===== config.mk =====
export PLATFORM = sky130hd
export DESIGN_NAME = canopen_node_flat
export DESIGN_NICKNAME = d
export VERILOG_FILES = /design/src/canopen_ec_pkg.sv /design/src/can_link_if.sv /design/src/canopen_node.sv /design/src/flat_wrapper.sv
export SDC_FILE = /design/constraint.sdc
export NUM_CORES = 1
export LEC_CHECK = 0
export BUFFER_PORTS_ARGS = -buffer_cell sky130_fd_sc_hd__buf_4
export CAP_MARGIN = 25
export CORE_ASPECT_RATIO = 0.75
export CORE_UTILIZATION = 50
export CTS_CLUSTER_SIZE = 10
export DETAILED_ROUTE_END_ITERATION = 16
export HOLD_SLACK_MARGIN = 0.15
export PLACE_DENSITY = 0.75
export SLEW_MARGIN = 20
export SYNTH_ARGS = -nofsm -noshare
export SYNTH_HDL_FRONTEND = slang
export SYNTH_SLANG_ARGS = --single-unit
export TNS_END_PERCENT = 10

===== constraint.sdc =====
create_clock -name pclk -period 4.6 [get_ports pclk]
set_input_delay 1.38 -clock pclk [delete_from_list [all_inputs] [get_ports pclk]]
set_output_delay 1.38 -clock pclk [all_outputs]
set_load 0.05 [all_outputs]

===== src/canopen_ec_pkg.sv =====
// constants, types and helpers shared by both ends of the error-control link
// assumes a 25 MHz pclk and one data byte per error-control frame
package canopen_ec_pkg;
    // timing
    localparam int CLK_PERIOD_NS = 40;
    localparam int MS_NS = 1000000;
    localparam int MS_CYCLES = MS_NS / CLK_PERIOD_NS;
    localparam logic [15:0] HB_MARGIN_MS = 16'h0005;
    // frame identifiers and command specifiers
    localparam logic [10:0] ID_NMT = 11'h000;
    localparam logic [10:0] ID_ERR_CTRL = 11'h700;
    localparam logic [3:0] NMT_LEN = 4'h2;
    localparam logic [7:0] CS_START = 8'h01;
    localparam logic [7:0] CS_STOP = 8'h02;
    localparam logic [7:0] CS_PREOP = 8'h80;
    // state codes
    localparam logic [6:0] CODE_STOPPED = 7'h04;
    localparam logic [6:0] CODE_OP = 7'h05;
    localparam logic [6:0] CODE_PREOP = 7'h7f;
    localparam logic [7:0] HB_BOOT = 8'h00;
    localparam logic [7:0] HB_PREOP = 8'hff;
    // register offsets
    localparam logic [7:0] REG_CTRL = 8'h00;
    localparam logic [7:0] REG_GUARD = 8'h04;
    localparam logic [7:0] REG_HB = 8'h08;
    localparam logic [7:0] REG_STATUS = 8'h0c;
    localparam logic [7:0] REG_IRQ_STATUS = 8'h10;
    localparam logic [7:0] REG_IRQ_CLEAR = 8'h14;
    localparam logic [7:0] REG_IRQ_ENABLE = 8'h18;
    // field positions
    localparam int GUARD_LIFE_LSB = 16;
    localparam int STATUS_GUARD_ON = 8;
    localparam int STATUS_FAULT = 9;
    localparam int STATUS_TOGGLE = 10;
    localparam int IRQ_GUARD_ERR = 0;
    localparam int IRQ_STATE_CHG = 1;
    // reset values
    localparam logic [6:0] NODE_ID_RESET = 7'h01;
    localparam logic [15:0] GUARD_MS_RESET = 16'h0000;
    localparam logic [7:0] LIFE_RESET = 8'h00;
    localparam logic [15:0] HB_MS_RESET = 16'h0000;

    typedef enum logic [1:0] {NMT_BOOT, NMT_PREOP, NMT_OP, NMT_STOPPED} nmt_t;

    // seven-bit state code carried in a guarding answer
    function automatic logic [6:0] guard_code(input nmt_t s);
        unique case (s)
            NMT_STOPPED: guard_code = CODE_STOPPED;
            NMT_OP: guard_code = CODE_OP;
            default: guard_code = CODE_PREOP;
        endcase
    endfunction

    // byte carried in a heartbeat
    function automatic logic [7:0] hb_code(input nmt_t s);
        unique case (s)
            NMT_BOOT: hb_code = HB_BOOT;
            NMT_PREOP: hb_code = HB_PREOP;
            default: hb_code = {1'b0, guard_code(s)};
        endcase
    endfunction
endpackage


===== src/can_link_if.sv =====
// frame-level link between the network master and one node
// assumes both ends share pclk; a valid strobe lasts one cycle and is always accepted
`timescale 1ns/1ns
interface can_link_if;
    logic m2n_valid; // master frame strobe
    logic [10:0] m2n_id; // master frame identifier
    logic m2n_rtr; // remote request
    logic [3:0] m2n_len; // data length
    logic [15:0] m2n_data; // byte 0 in [7:0], byte 1 in [15:8]
    logic n2m_valid; // node frame strobe
    logic [10:0] n2m_id; // node frame identifier
    logic [7:0] n2m_data; // single data byte
    modport node (input m2n_valid, m2n_id, m2n_rtr, m2n_len, m2n_data,
                  output n2m_valid, n2m_id, n2m_data);
    modport master (output m2n_valid, m2n_id, m2n_rtr, m2n_len, m2n_data,
                    input n2m_valid, n2m_id, n2m_data);
endinterface


===== src/canopen_node.sv =====
// node end: state machine, guarding answers, life guarding and heartbeat producer
// assumes APB software access and a link whose frames are single-cycle strobes
//
// Local design decisions: the address map and the APB interface to the registers.
`timescale 1ns/1ns
module canopen_node #(
    parameter int MS_CYCLES = canopen_ec_pkg::MS_CYCLES
) (
    input wire logic pclk, // system clock
    input wire logic presetn, // asynchronous reset, active low
    input wire logic psel, // apb select
    input wire logic penable, // apb access phase
    input wire logic pwrite, // apb write
    input wire logic [7:0] paddr, // apb byte address
    input wire logic [31:0] pwdata, // apb write data
    output logic [31:0] prdata, // apb read data
    output logic pready, // apb ready
    output logic pslverr, // unmapped address
    output logic irq, // level interrupt
    can_link_if.node link // frame link
);
    typedef struct packed {
        canopen_ec_pkg::nmt_t nmt;
        logic [6:0] node_id;
        logic [15:0] guard_ms;
        logic [7:0] life;
        logic [15:0] hb_ms;
        logic [31:0] pre;
        logic [15:0] hb_cnt;
        logic [23:0] win_cnt;
        logic guard_on;
        logic toggle;
        logic fault;
        logic [1:0] irq_stat;
        logic [1:0] irq_en;
        logic tx_valid;
        logic [10:0] tx_id;
        logic [7:0] tx_data;
        logic [31:0] rdata;
    } node_state_t;

    node_state_t q;
    node_state_t next_q;

    // address decode
    function automatic logic mapped(input logic [7:0] a);
        mapped = (a == canopen_ec_pkg::REG_CTRL) || (a == canopen_ec_pkg::REG_GUARD) ||
                 (a == canopen_ec_pkg::REG_HB) || (a == canopen_ec_pkg::REG_STATUS) ||
                 (a == canopen_ec_pkg::REG_IRQ_STATUS) || (a == canopen_ec_pkg::REG_IRQ_CLEAR) ||
                 (a == canopen_ec_pkg::REG_IRQ_ENABLE);
    endfunction

    // apb answers in the first access cycle
    assign pready = 1'b1;
    assign pslverr = psel && penable && !mapped(paddr);
    assign prdata = q.rdata;
    assign irq = |(q.irq_stat & q.irq_en);
    assign link.n2m_valid = q.tx_valid;
    assign link.n2m_id = q.tx_id;
    assign link.n2m_data = q.tx_data;

    // next-state logic
    always_comb
    begin
        logic tick;
        logic wr;
        logic guard_en;
        logic nmt_hit;
        logic rtr_hit;
        logic [1:0] ev;
        logic [1:0] clr;
        tick = 1'b0;
        wr = 1'b0;
        guard_en = 1'b0;
        nmt_hit = 1'b0;
        rtr_hit = 1'b0;
        ev = 2'h0;
        clr = 2'h0;
        next_q = q;
        next_q.tx_valid = 1'b0;
        // millisecond prescaler
        tick = (q.pre == 32'(MS_CYCLES - 1));
        next_q.pre = tick ? 32'h0 : q.pre + 32'h1;
        // read data captured in the setup cycle
        if (psel && !penable)
        begin
            unique case (paddr)
                canopen_ec_pkg::REG_CTRL: next_q.rdata = {25'h0, q.node_id};
                canopen_ec_pkg::REG_GUARD: next_q.rdata = {8'h0, q.life, q.guard_ms};
                canopen_ec_pkg::REG_HB: next_q.rdata = {16'h0, q.hb_ms};
                canopen_ec_pkg::REG_STATUS: next_q.rdata = {21'h0, q.toggle, q.fault,
                    q.guard_on, canopen_ec_pkg::hb_code(q.nmt)};
                canopen_ec_pkg::REG_IRQ_STATUS: next_q.rdata = {30'h0, q.irq_stat};
                canopen_ec_pkg::REG_IRQ_ENABLE: next_q.rdata = {30'h0, q.irq_en};
                default: next_q.rdata = 32'h0;
            endcase
        end
        // register writes take effect in the access cycle
        wr = psel && penable && pwrite;
        if (wr)
        begin
            unique case (paddr)
                canopen_ec_pkg::REG_CTRL: next_q.node_id = pwdata[6:0];
                canopen_ec_pkg::REG_GUARD:
                begin
                    next_q.guard_ms = pwdata[15:0];
                    next_q.life = pwdata[canopen_ec_pkg::GUARD_LIFE_LSB +: 8];
                end
                canopen_ec_pkg::REG_HB: next_q.hb_ms = pwdata[15:0];
                canopen_ec_pkg::REG_IRQ_CLEAR: clr = pwdata[1:0];
                canopen_ec_pkg::REG_IRQ_ENABLE: next_q.irq_en = pwdata[1:0];
                default: ;
            endcase
        end
        // leave bootup with a bootup message, no command needed
        if (q.nmt == canopen_ec_pkg::NMT_BOOT)
        begin
            next_q.nmt = canopen_ec_pkg::NMT_PREOP;
            next_q.tx_valid = 1'b1;
            next_q.tx_id = canopen_ec_pkg::ID_ERR_CTRL + {4'h0, q.node_id};
            next_q.tx_data = canopen_ec_pkg::HB_BOOT;
        end
        // management commands, node 0 addresses everyone
        nmt_hit = link.m2n_valid && !link.m2n_rtr && link.m2n_id == canopen_ec_pkg::ID_NMT &&
                  link.m2n_len == canopen_ec_pkg::NMT_LEN &&
                  (link.m2n_data[15:8] == 8'h00 || link.m2n_data[15:8] == {1'b0, q.node_id});
        if (nmt_hit && q.nmt != canopen_ec_pkg::NMT_BOOT)
        begin
            unique case (link.m2n_data[7:0])
                canopen_ec_pkg::CS_START: next_q.nmt = canopen_ec_pkg::NMT_OP;
                canopen_ec_pkg::CS_PREOP: next_q.nmt = canopen_ec_pkg::NMT_PREOP;
                canopen_ec_pkg::CS_STOP: next_q.nmt = canopen_ec_pkg::NMT_STOPPED;
                default: ;
            endcase
        end
        ev[canopen_ec_pkg::IRQ_STATE_CHG] = (next_q.nmt != q.nmt);
        // guarding only while heartbeat is off
        guard_en = q.guard_ms != 16'h0 && q.life != 8'h0 && q.hb_ms == 16'h0;
        rtr_hit = link.m2n_valid && link.m2n_rtr &&
                  link.m2n_id == canopen_ec_pkg::ID_ERR_CTRL + {4'h0, q.node_id};
        if (rtr_hit && guard_en && q.nmt != canopen_ec_pkg::NMT_BOOT)
        begin
            // answer in every state but bootup, incl. stopped
            next_q.tx_valid = 1'b1;
            next_q.tx_id = canopen_ec_pkg::ID_ERR_CTRL + {4'h0, q.node_id};
            next_q.tx_data = {q.toggle, canopen_ec_pkg::guard_code(q.nmt)};
            next_q.toggle = !q.toggle;
            next_q.guard_on = 1'b1;
            next_q.fault = 1'b0;
            next_q.win_cnt = {8'h0, q.guard_ms} * {16'h0, q.life};
        end
        else if (q.guard_on && !guard_en)
        begin
            next_q.guard_on = 1'b0;
        end
        else if (q.guard_on && tick)
        begin
            // window ran out without a request
            if (q.win_cnt <= 24'h1)
            begin
                next_q.guard_on = 1'b0;
                next_q.fault = 1'b1;
                ev[canopen_ec_pkg::IRQ_GUARD_ERR] = 1'b1;
            end
            else
            begin
                next_q.win_cnt = q.win_cnt - 24'h1;
            end
        end
        // heartbeat producer; counter at zero sends at once
        if (q.hb_ms == 16'h0)
        begin
            next_q.hb_cnt = 16'h0;
        end
        else if (q.nmt != canopen_ec_pkg::NMT_BOOT)
        begin
            if (q.hb_cnt == 16'h0)
            begin
                next_q.tx_valid = 1'b1;
                next_q.tx_id = canopen_ec_pkg::ID_ERR_CTRL + {4'h0, q.node_id};
                next_q.tx_data = canopen_ec_pkg::hb_code(q.nmt);
                next_q.hb_cnt = q.hb_ms;
            end
            else if (tick)
            begin
                next_q.hb_cnt = q.hb_cnt - 16'h1;
            end
        end
        // sticky status, a new event wins over a clear
        next_q.irq_stat = (q.irq_stat & ~clr) | ev;
    end

    // state register
    always_ff @(posedge pclk or negedge presetn)
    begin
        if (!presetn)
        begin
            q <= '0;
            q.nmt <= canopen_ec_pkg::NMT_BOOT;
            q.node_id <= canopen_ec_pkg::NODE_ID_RESET;
            q.guard_ms <= canopen_ec_pkg::GUARD_MS_RESET;
            q.life <= canopen_ec_pkg::LIFE_RESET;
            q.hb_ms <= canopen_ec_pkg::HB_MS_RESET;
        end
        else
        begin
            q <= next_q;
        end
    end
endmodule


===== src/flat_wrapper.sv =====
// flat-port wrapper written by rule: the top's interface ports become plain ports
module canopen_node_flat 
#(
    parameter int MS_CYCLES = canopen_ec_pkg::MS_CYCLES
)
  (pclk, presetn, psel, penable, pwrite, paddr, pwdata, prdata, pready, pslverr, irq, link_m2n_valid, link_m2n_id, link_m2n_rtr, link_m2n_len, link_m2n_data, link_n2m_valid, link_n2m_id, link_n2m_data);
  can_link_if link_i ();
  input wire logic pclk;
  input wire logic presetn;
  input wire logic psel;
  input wire logic penable;
  input wire logic pwrite;
  input wire logic [7:0] paddr;
  input wire logic [31:0] pwdata;
  output logic [31:0] prdata;
  output logic pready;
  output logic pslverr;
  output logic irq;
  input wire logic [$bits(link_i.m2n_valid)-1:0] link_m2n_valid;
  input wire logic [$bits(link_i.m2n_id)-1:0] link_m2n_id;
  input wire logic [$bits(link_i.m2n_rtr)-1:0] link_m2n_rtr;
  input wire logic [$bits(link_i.m2n_len)-1:0] link_m2n_len;
  input wire logic [$bits(link_i.m2n_data)-1:0] link_m2n_data;
  output wire logic [$bits(link_i.n2m_valid)-1:0] link_n2m_valid;
  output wire logic [$bits(link_i.n2m_id)-1:0] link_n2m_id;
  output wire logic [$bits(link_i.n2m_data)-1:0] link_n2m_data;
  assign link_i.m2n_valid = link_m2n_valid;
  assign link_i.m2n_id = link_m2n_id;
  assign link_i.m2n_rtr = link_m2n_rtr;
  assign link_i.m2n_len = link_m2n_len;
  assign link_i.m2n_data = link_m2n_data;
  assign link_n2m_valid = link_i.n2m_valid;
  assign link_n2m_id = link_i.n2m_id;
  assign link_n2m_data = link_i.n2m_data;
  canopen_node #(.MS_CYCLES(MS_CYCLES)) u_core (.pclk(pclk), .presetn(presetn), .psel(psel), .penable(penable), .pwrite(pwrite), .paddr(paddr), .pwdata(pwdata), .prdata(prdata), .pready(pready), .pslverr(pslverr), .irq(irq), .link(link_i));
endmodule

==> summary.md <==
| Metric | Value |
|---|---|
| Post-Synthesis Cell Area | `13,000 um^2` |
| Fin crit period | `4.54 ns` |
| Die H | `142 um` |
| Max-Cap Viols | `0` |
| Main area contributors after synthesis | `dfrtp_1 33%, fa_1 13%, and2_1 5.3%, ha_1 5.3%, mux2_2 4.8%` |
| Synth warnings | `0` |
| Die width | `188 um` |
| Vias per cell | `5.70` |
| Vias | `10,600` |
| GRT Residual Overflow | `0` |
| # DRC | `0` |
| Final max-slew violation count | `0` |
| Dpl cell area | `14,400 um^2` |
| Final #Nets | `1,721` |
| Synth cell types | `69` |
| PnR Total Power | `0.00424 W` |
| Final period utilization | `98.7%` |
| Post-synth EDFFs | `0` |
| Max Clk Rate | `220 MHz` |
| CTS tree | `built` |
| First-pass GRT wire length | `54,400 um` |
| Num rows | `50` |
| Commonest cells post-synth | `171 x dfrtp_1, 117 x nand2_1, 112 x inv_1, 111 x and2_1, 84 x fa_1` |
| Number of port buffers | `115` |
| Reg clk slew, reported paths | `0.08 ns` |
| Status | `finished clean` |
| Filler cell count | `2,004` |
| CP Class | `reg -> reg` |
| Initial antenna violation count | `0` |
| Proportion of synthesized area in mux cells | `6.52%` |
| Complex-gate fraction of the synthesized area | `8.53%` |
| Post-synth top area cell | `dfrtp_1` |
| Max_slew headroom | `40.4%` |
| Post-Synth XOR/XNOR Area | `5.71%` |
| Maximum fanout along the worst path | `6` |
| Final-report hold violation count | `0` |
| Avg Cell Area, Syn | `9.53 um^2` |
| Adder-cell share of the synthesized area | `18.2%` |
| Largest family of logic cells by synthesized area | `simple AND/OR/NAND/NOR gates` |
| Synthesis-to-finish area growth | `20.3%` |
| Fraction of the mapped netlist area in simple logic gates | `19.9%` |
| Dpl hpwl | `24,900 um` |
| Cts hold-fix bufs | `0` |
| Worst min path class | `reg -> reg` |
| Root Driver | `clkbuf_16` |
| #FFs+latches synth | `172` |
| Final instance area | `15,700 um^2` |
| Slew at the pin closest to its max-slew limit | `0.885 ns` |
| Share of cells above drive strength 1 | `27.4%` |
| Clock Path Buffers | `2` |
| Async SR Flop Fraction | `100%` |
| DIE AREA | `26,700 um^2` |
| Seq/Total Area, Yosys | `33.0%` |
| H-tree Lvls | `4` |
| Mapped Cells | `1,368` |
| Clock sink count | `172` |
| CORE AREA | `25,300 um^2` |
| Total GRT Usage | `26.0%` |
| Pwr/cell area | `270 nW/um^2` |
| Fin util | `62.0%` |
| Final wirelength | `34,500 um` |
| Synth top area share | `32.8%` |
| Number of global-route vias before repair | `10,300` |
| Clock latency on the worst-skew pair | `0.46 ns` |
| Iteration-0 DRC Markers | `914` |
| CTS Buf Count | `17` |
| Worst VDD drop | `0.470 mV` |
| Total leakage power | `7.53 nW` |
| Final ANT Viol Nets | `0` |
| Setup-failing EPs final | `0` |
| # IOs | `133` |
| Clock Skews | `0.0101 ns` |
| CP Launch Type | `flip-flop` |
| Largest net degree at the start of global routing | `94` |
| Count leader, synth | `dfrtp_1` |
| Initial Utilization | `51.6%` |
| CP required | `4.98 ns` |
| WP data arrival | `4.92 ns` |
| Drt first pass iters | `5` |
| Synth Flop Type | `dfrtp_1` |
| Unrepaired setup endpoints after global routing | `yes` |
| Avg WL per Cell | `18.6 um` |
| Worst setup EP type | `flip-flop` |
| GP Congestion | `0.923` |
| N_diodes | `0` |
-- metrics by stage --
| stage | cells | setup slack [ns] | TNS, ns | hold WS [ns] |
|---|---|---|---|---|
| after global placement | 1796 | -0.221 | -0.916 | 0.452 |
| final | 1855 | 0.0589 | 0 | 0.458 |
| after floorplan | 1375 | 0.0155 | 0 | 0.432 |
| after detailed placement | 1796 | -0.332 | -1.77 | 0.452 |
| after CTS | 1837 | -0.00709 | -0.00761 | 0.461 |
| after global routing | 1855 | -0.0766 | -0.422 | 0.499 |
-- layout by cell type, fill, tap and decap left out, types with 5 or more instances in the layout --
cell / n
a21o_1: 9
a21oi_1: 48
a21oi_2: 6
a221o_1: 5
a22oi_1: 9
a31oi_1: 6
and2_1: 100
and2_4: 11
and3_1: 9
buf_12: 7
buf_4: 205
buf_6: 10
clkbuf_16: 17
conb_1: 9
dfrtp_1: 161
dfrtp_2: 10
fa_1: 78
fa_2: 6
ha_1: 38
ha_4: 14
inv_1: 104
inv_2: 8
inv_8: 5
mux2_1: 7
mux2_2: 56
mux2i_1: 14
nand2_1: 115
nand2b_1: 9
nand3_1: 24
nand4_1: 18
nor2_1: 65
nor3_1: 29
nor4_1: 37
o21ai_0: 69
or3_1: 10
xnor2_1: 39
xor2_1: 46
-- critical path: stages, from the launching register on --
cell and delay [ns]:
dfrtp_2 0.46, buf_6 0.15, and2_1 0.17, fa_1 0.49, inv_1 0.07, fa_1 0.53, inv_2 0.05, fa_1 0.53
inv_1 0.06, fa_1 0.53, inv_1 0.06, ha_4 0.31, nand3_2 0.10, nor2_4 0.16, nand4_1 0.22, nand3_2 0.18
a31oi_2 0.11, xor2_1 0.16, mux2i_1 0.12
-- path summary, 6_finish.rpt --
check	start	to	slack (ns)	cells after the start
min in group asynchronous	presetn	u_core.q[128]$_DFF_PN0_	0.99	1
max	u_core.q[152]$_DFFE_PN0P_	u_core.q[81]$_DFFE_PN0P_	0.06	18
max reg2reg	u_core.q[152]$_DFFE_PN0P_	u_core.q[81]$_DFFE_PN0P_	0.06	18
min reg2reg	u_core.q[99]$_DFF_PN0_	u_core.q[99]$_DFF_PN0_	0.46	1
max in group asynchronous	presetn	u_core.q[149]$_DFFE_PN0P_	2.74	2
min	u_core.q[99]$_DFF_PN0_	u_core.q[99]$_DFF_PN0_	0.46	1
-- repair_timing --
action	CTS	global route
setup endpoints to repair	12	11
pin swaps	22	74
resized for setup	42	70
setup buffers	10	17
-- kinds of logic (layout without fill, tap and decap cells) --
logic type | Yosys count | in the layout
AOI/OAI and AO/OA | 189 | 189
xor gates and xnor gates | 85 | 85
adders and majority gates | 139 | 139
buffers and inverters | 225 | 367
DFF | 172 | 172
muxes | 77 | 77
other | 2 | 9
and+or+nand+nor | 479 | 479
-- flip-flops by register name, indices dropped and copies added (netlist names) --
signal,flops
u_core.q,128
u_core.link.n2m_data,8
u_core.link.n2m_id,11
u_core.prdata,24
u_core.link.n2m_valid,1
-- per-layer routing --
metal	up-vias	routed length, um	track usage, %
met3	48	3220	8.48
met1	5298	15200	37.1
li1	4824	-	-
met2	411	15600	37.7
met5	-	0	0
met4	0	553	6.62
-- cell type report --
type	count	area (um^2)	share of cell area, %
inverters	113	424	2.71
clock inverters	15	173	1.10
clock buffers	17	425	2.71
well taps	338	423	2.70
multi-input cells	978	8130	51.8
flip-flops and latches	172	4320	27.5
repair buffers	222	1790	11.4
-- power by group --
part | switching, W | internal (W)
Clock | 0.000738 | 0.000735
Sequential | 0.0000609 | 0.00158
Combinational | 0.000748 | 0.000379
Note: power is estimated with default switching activity, not from simulation.
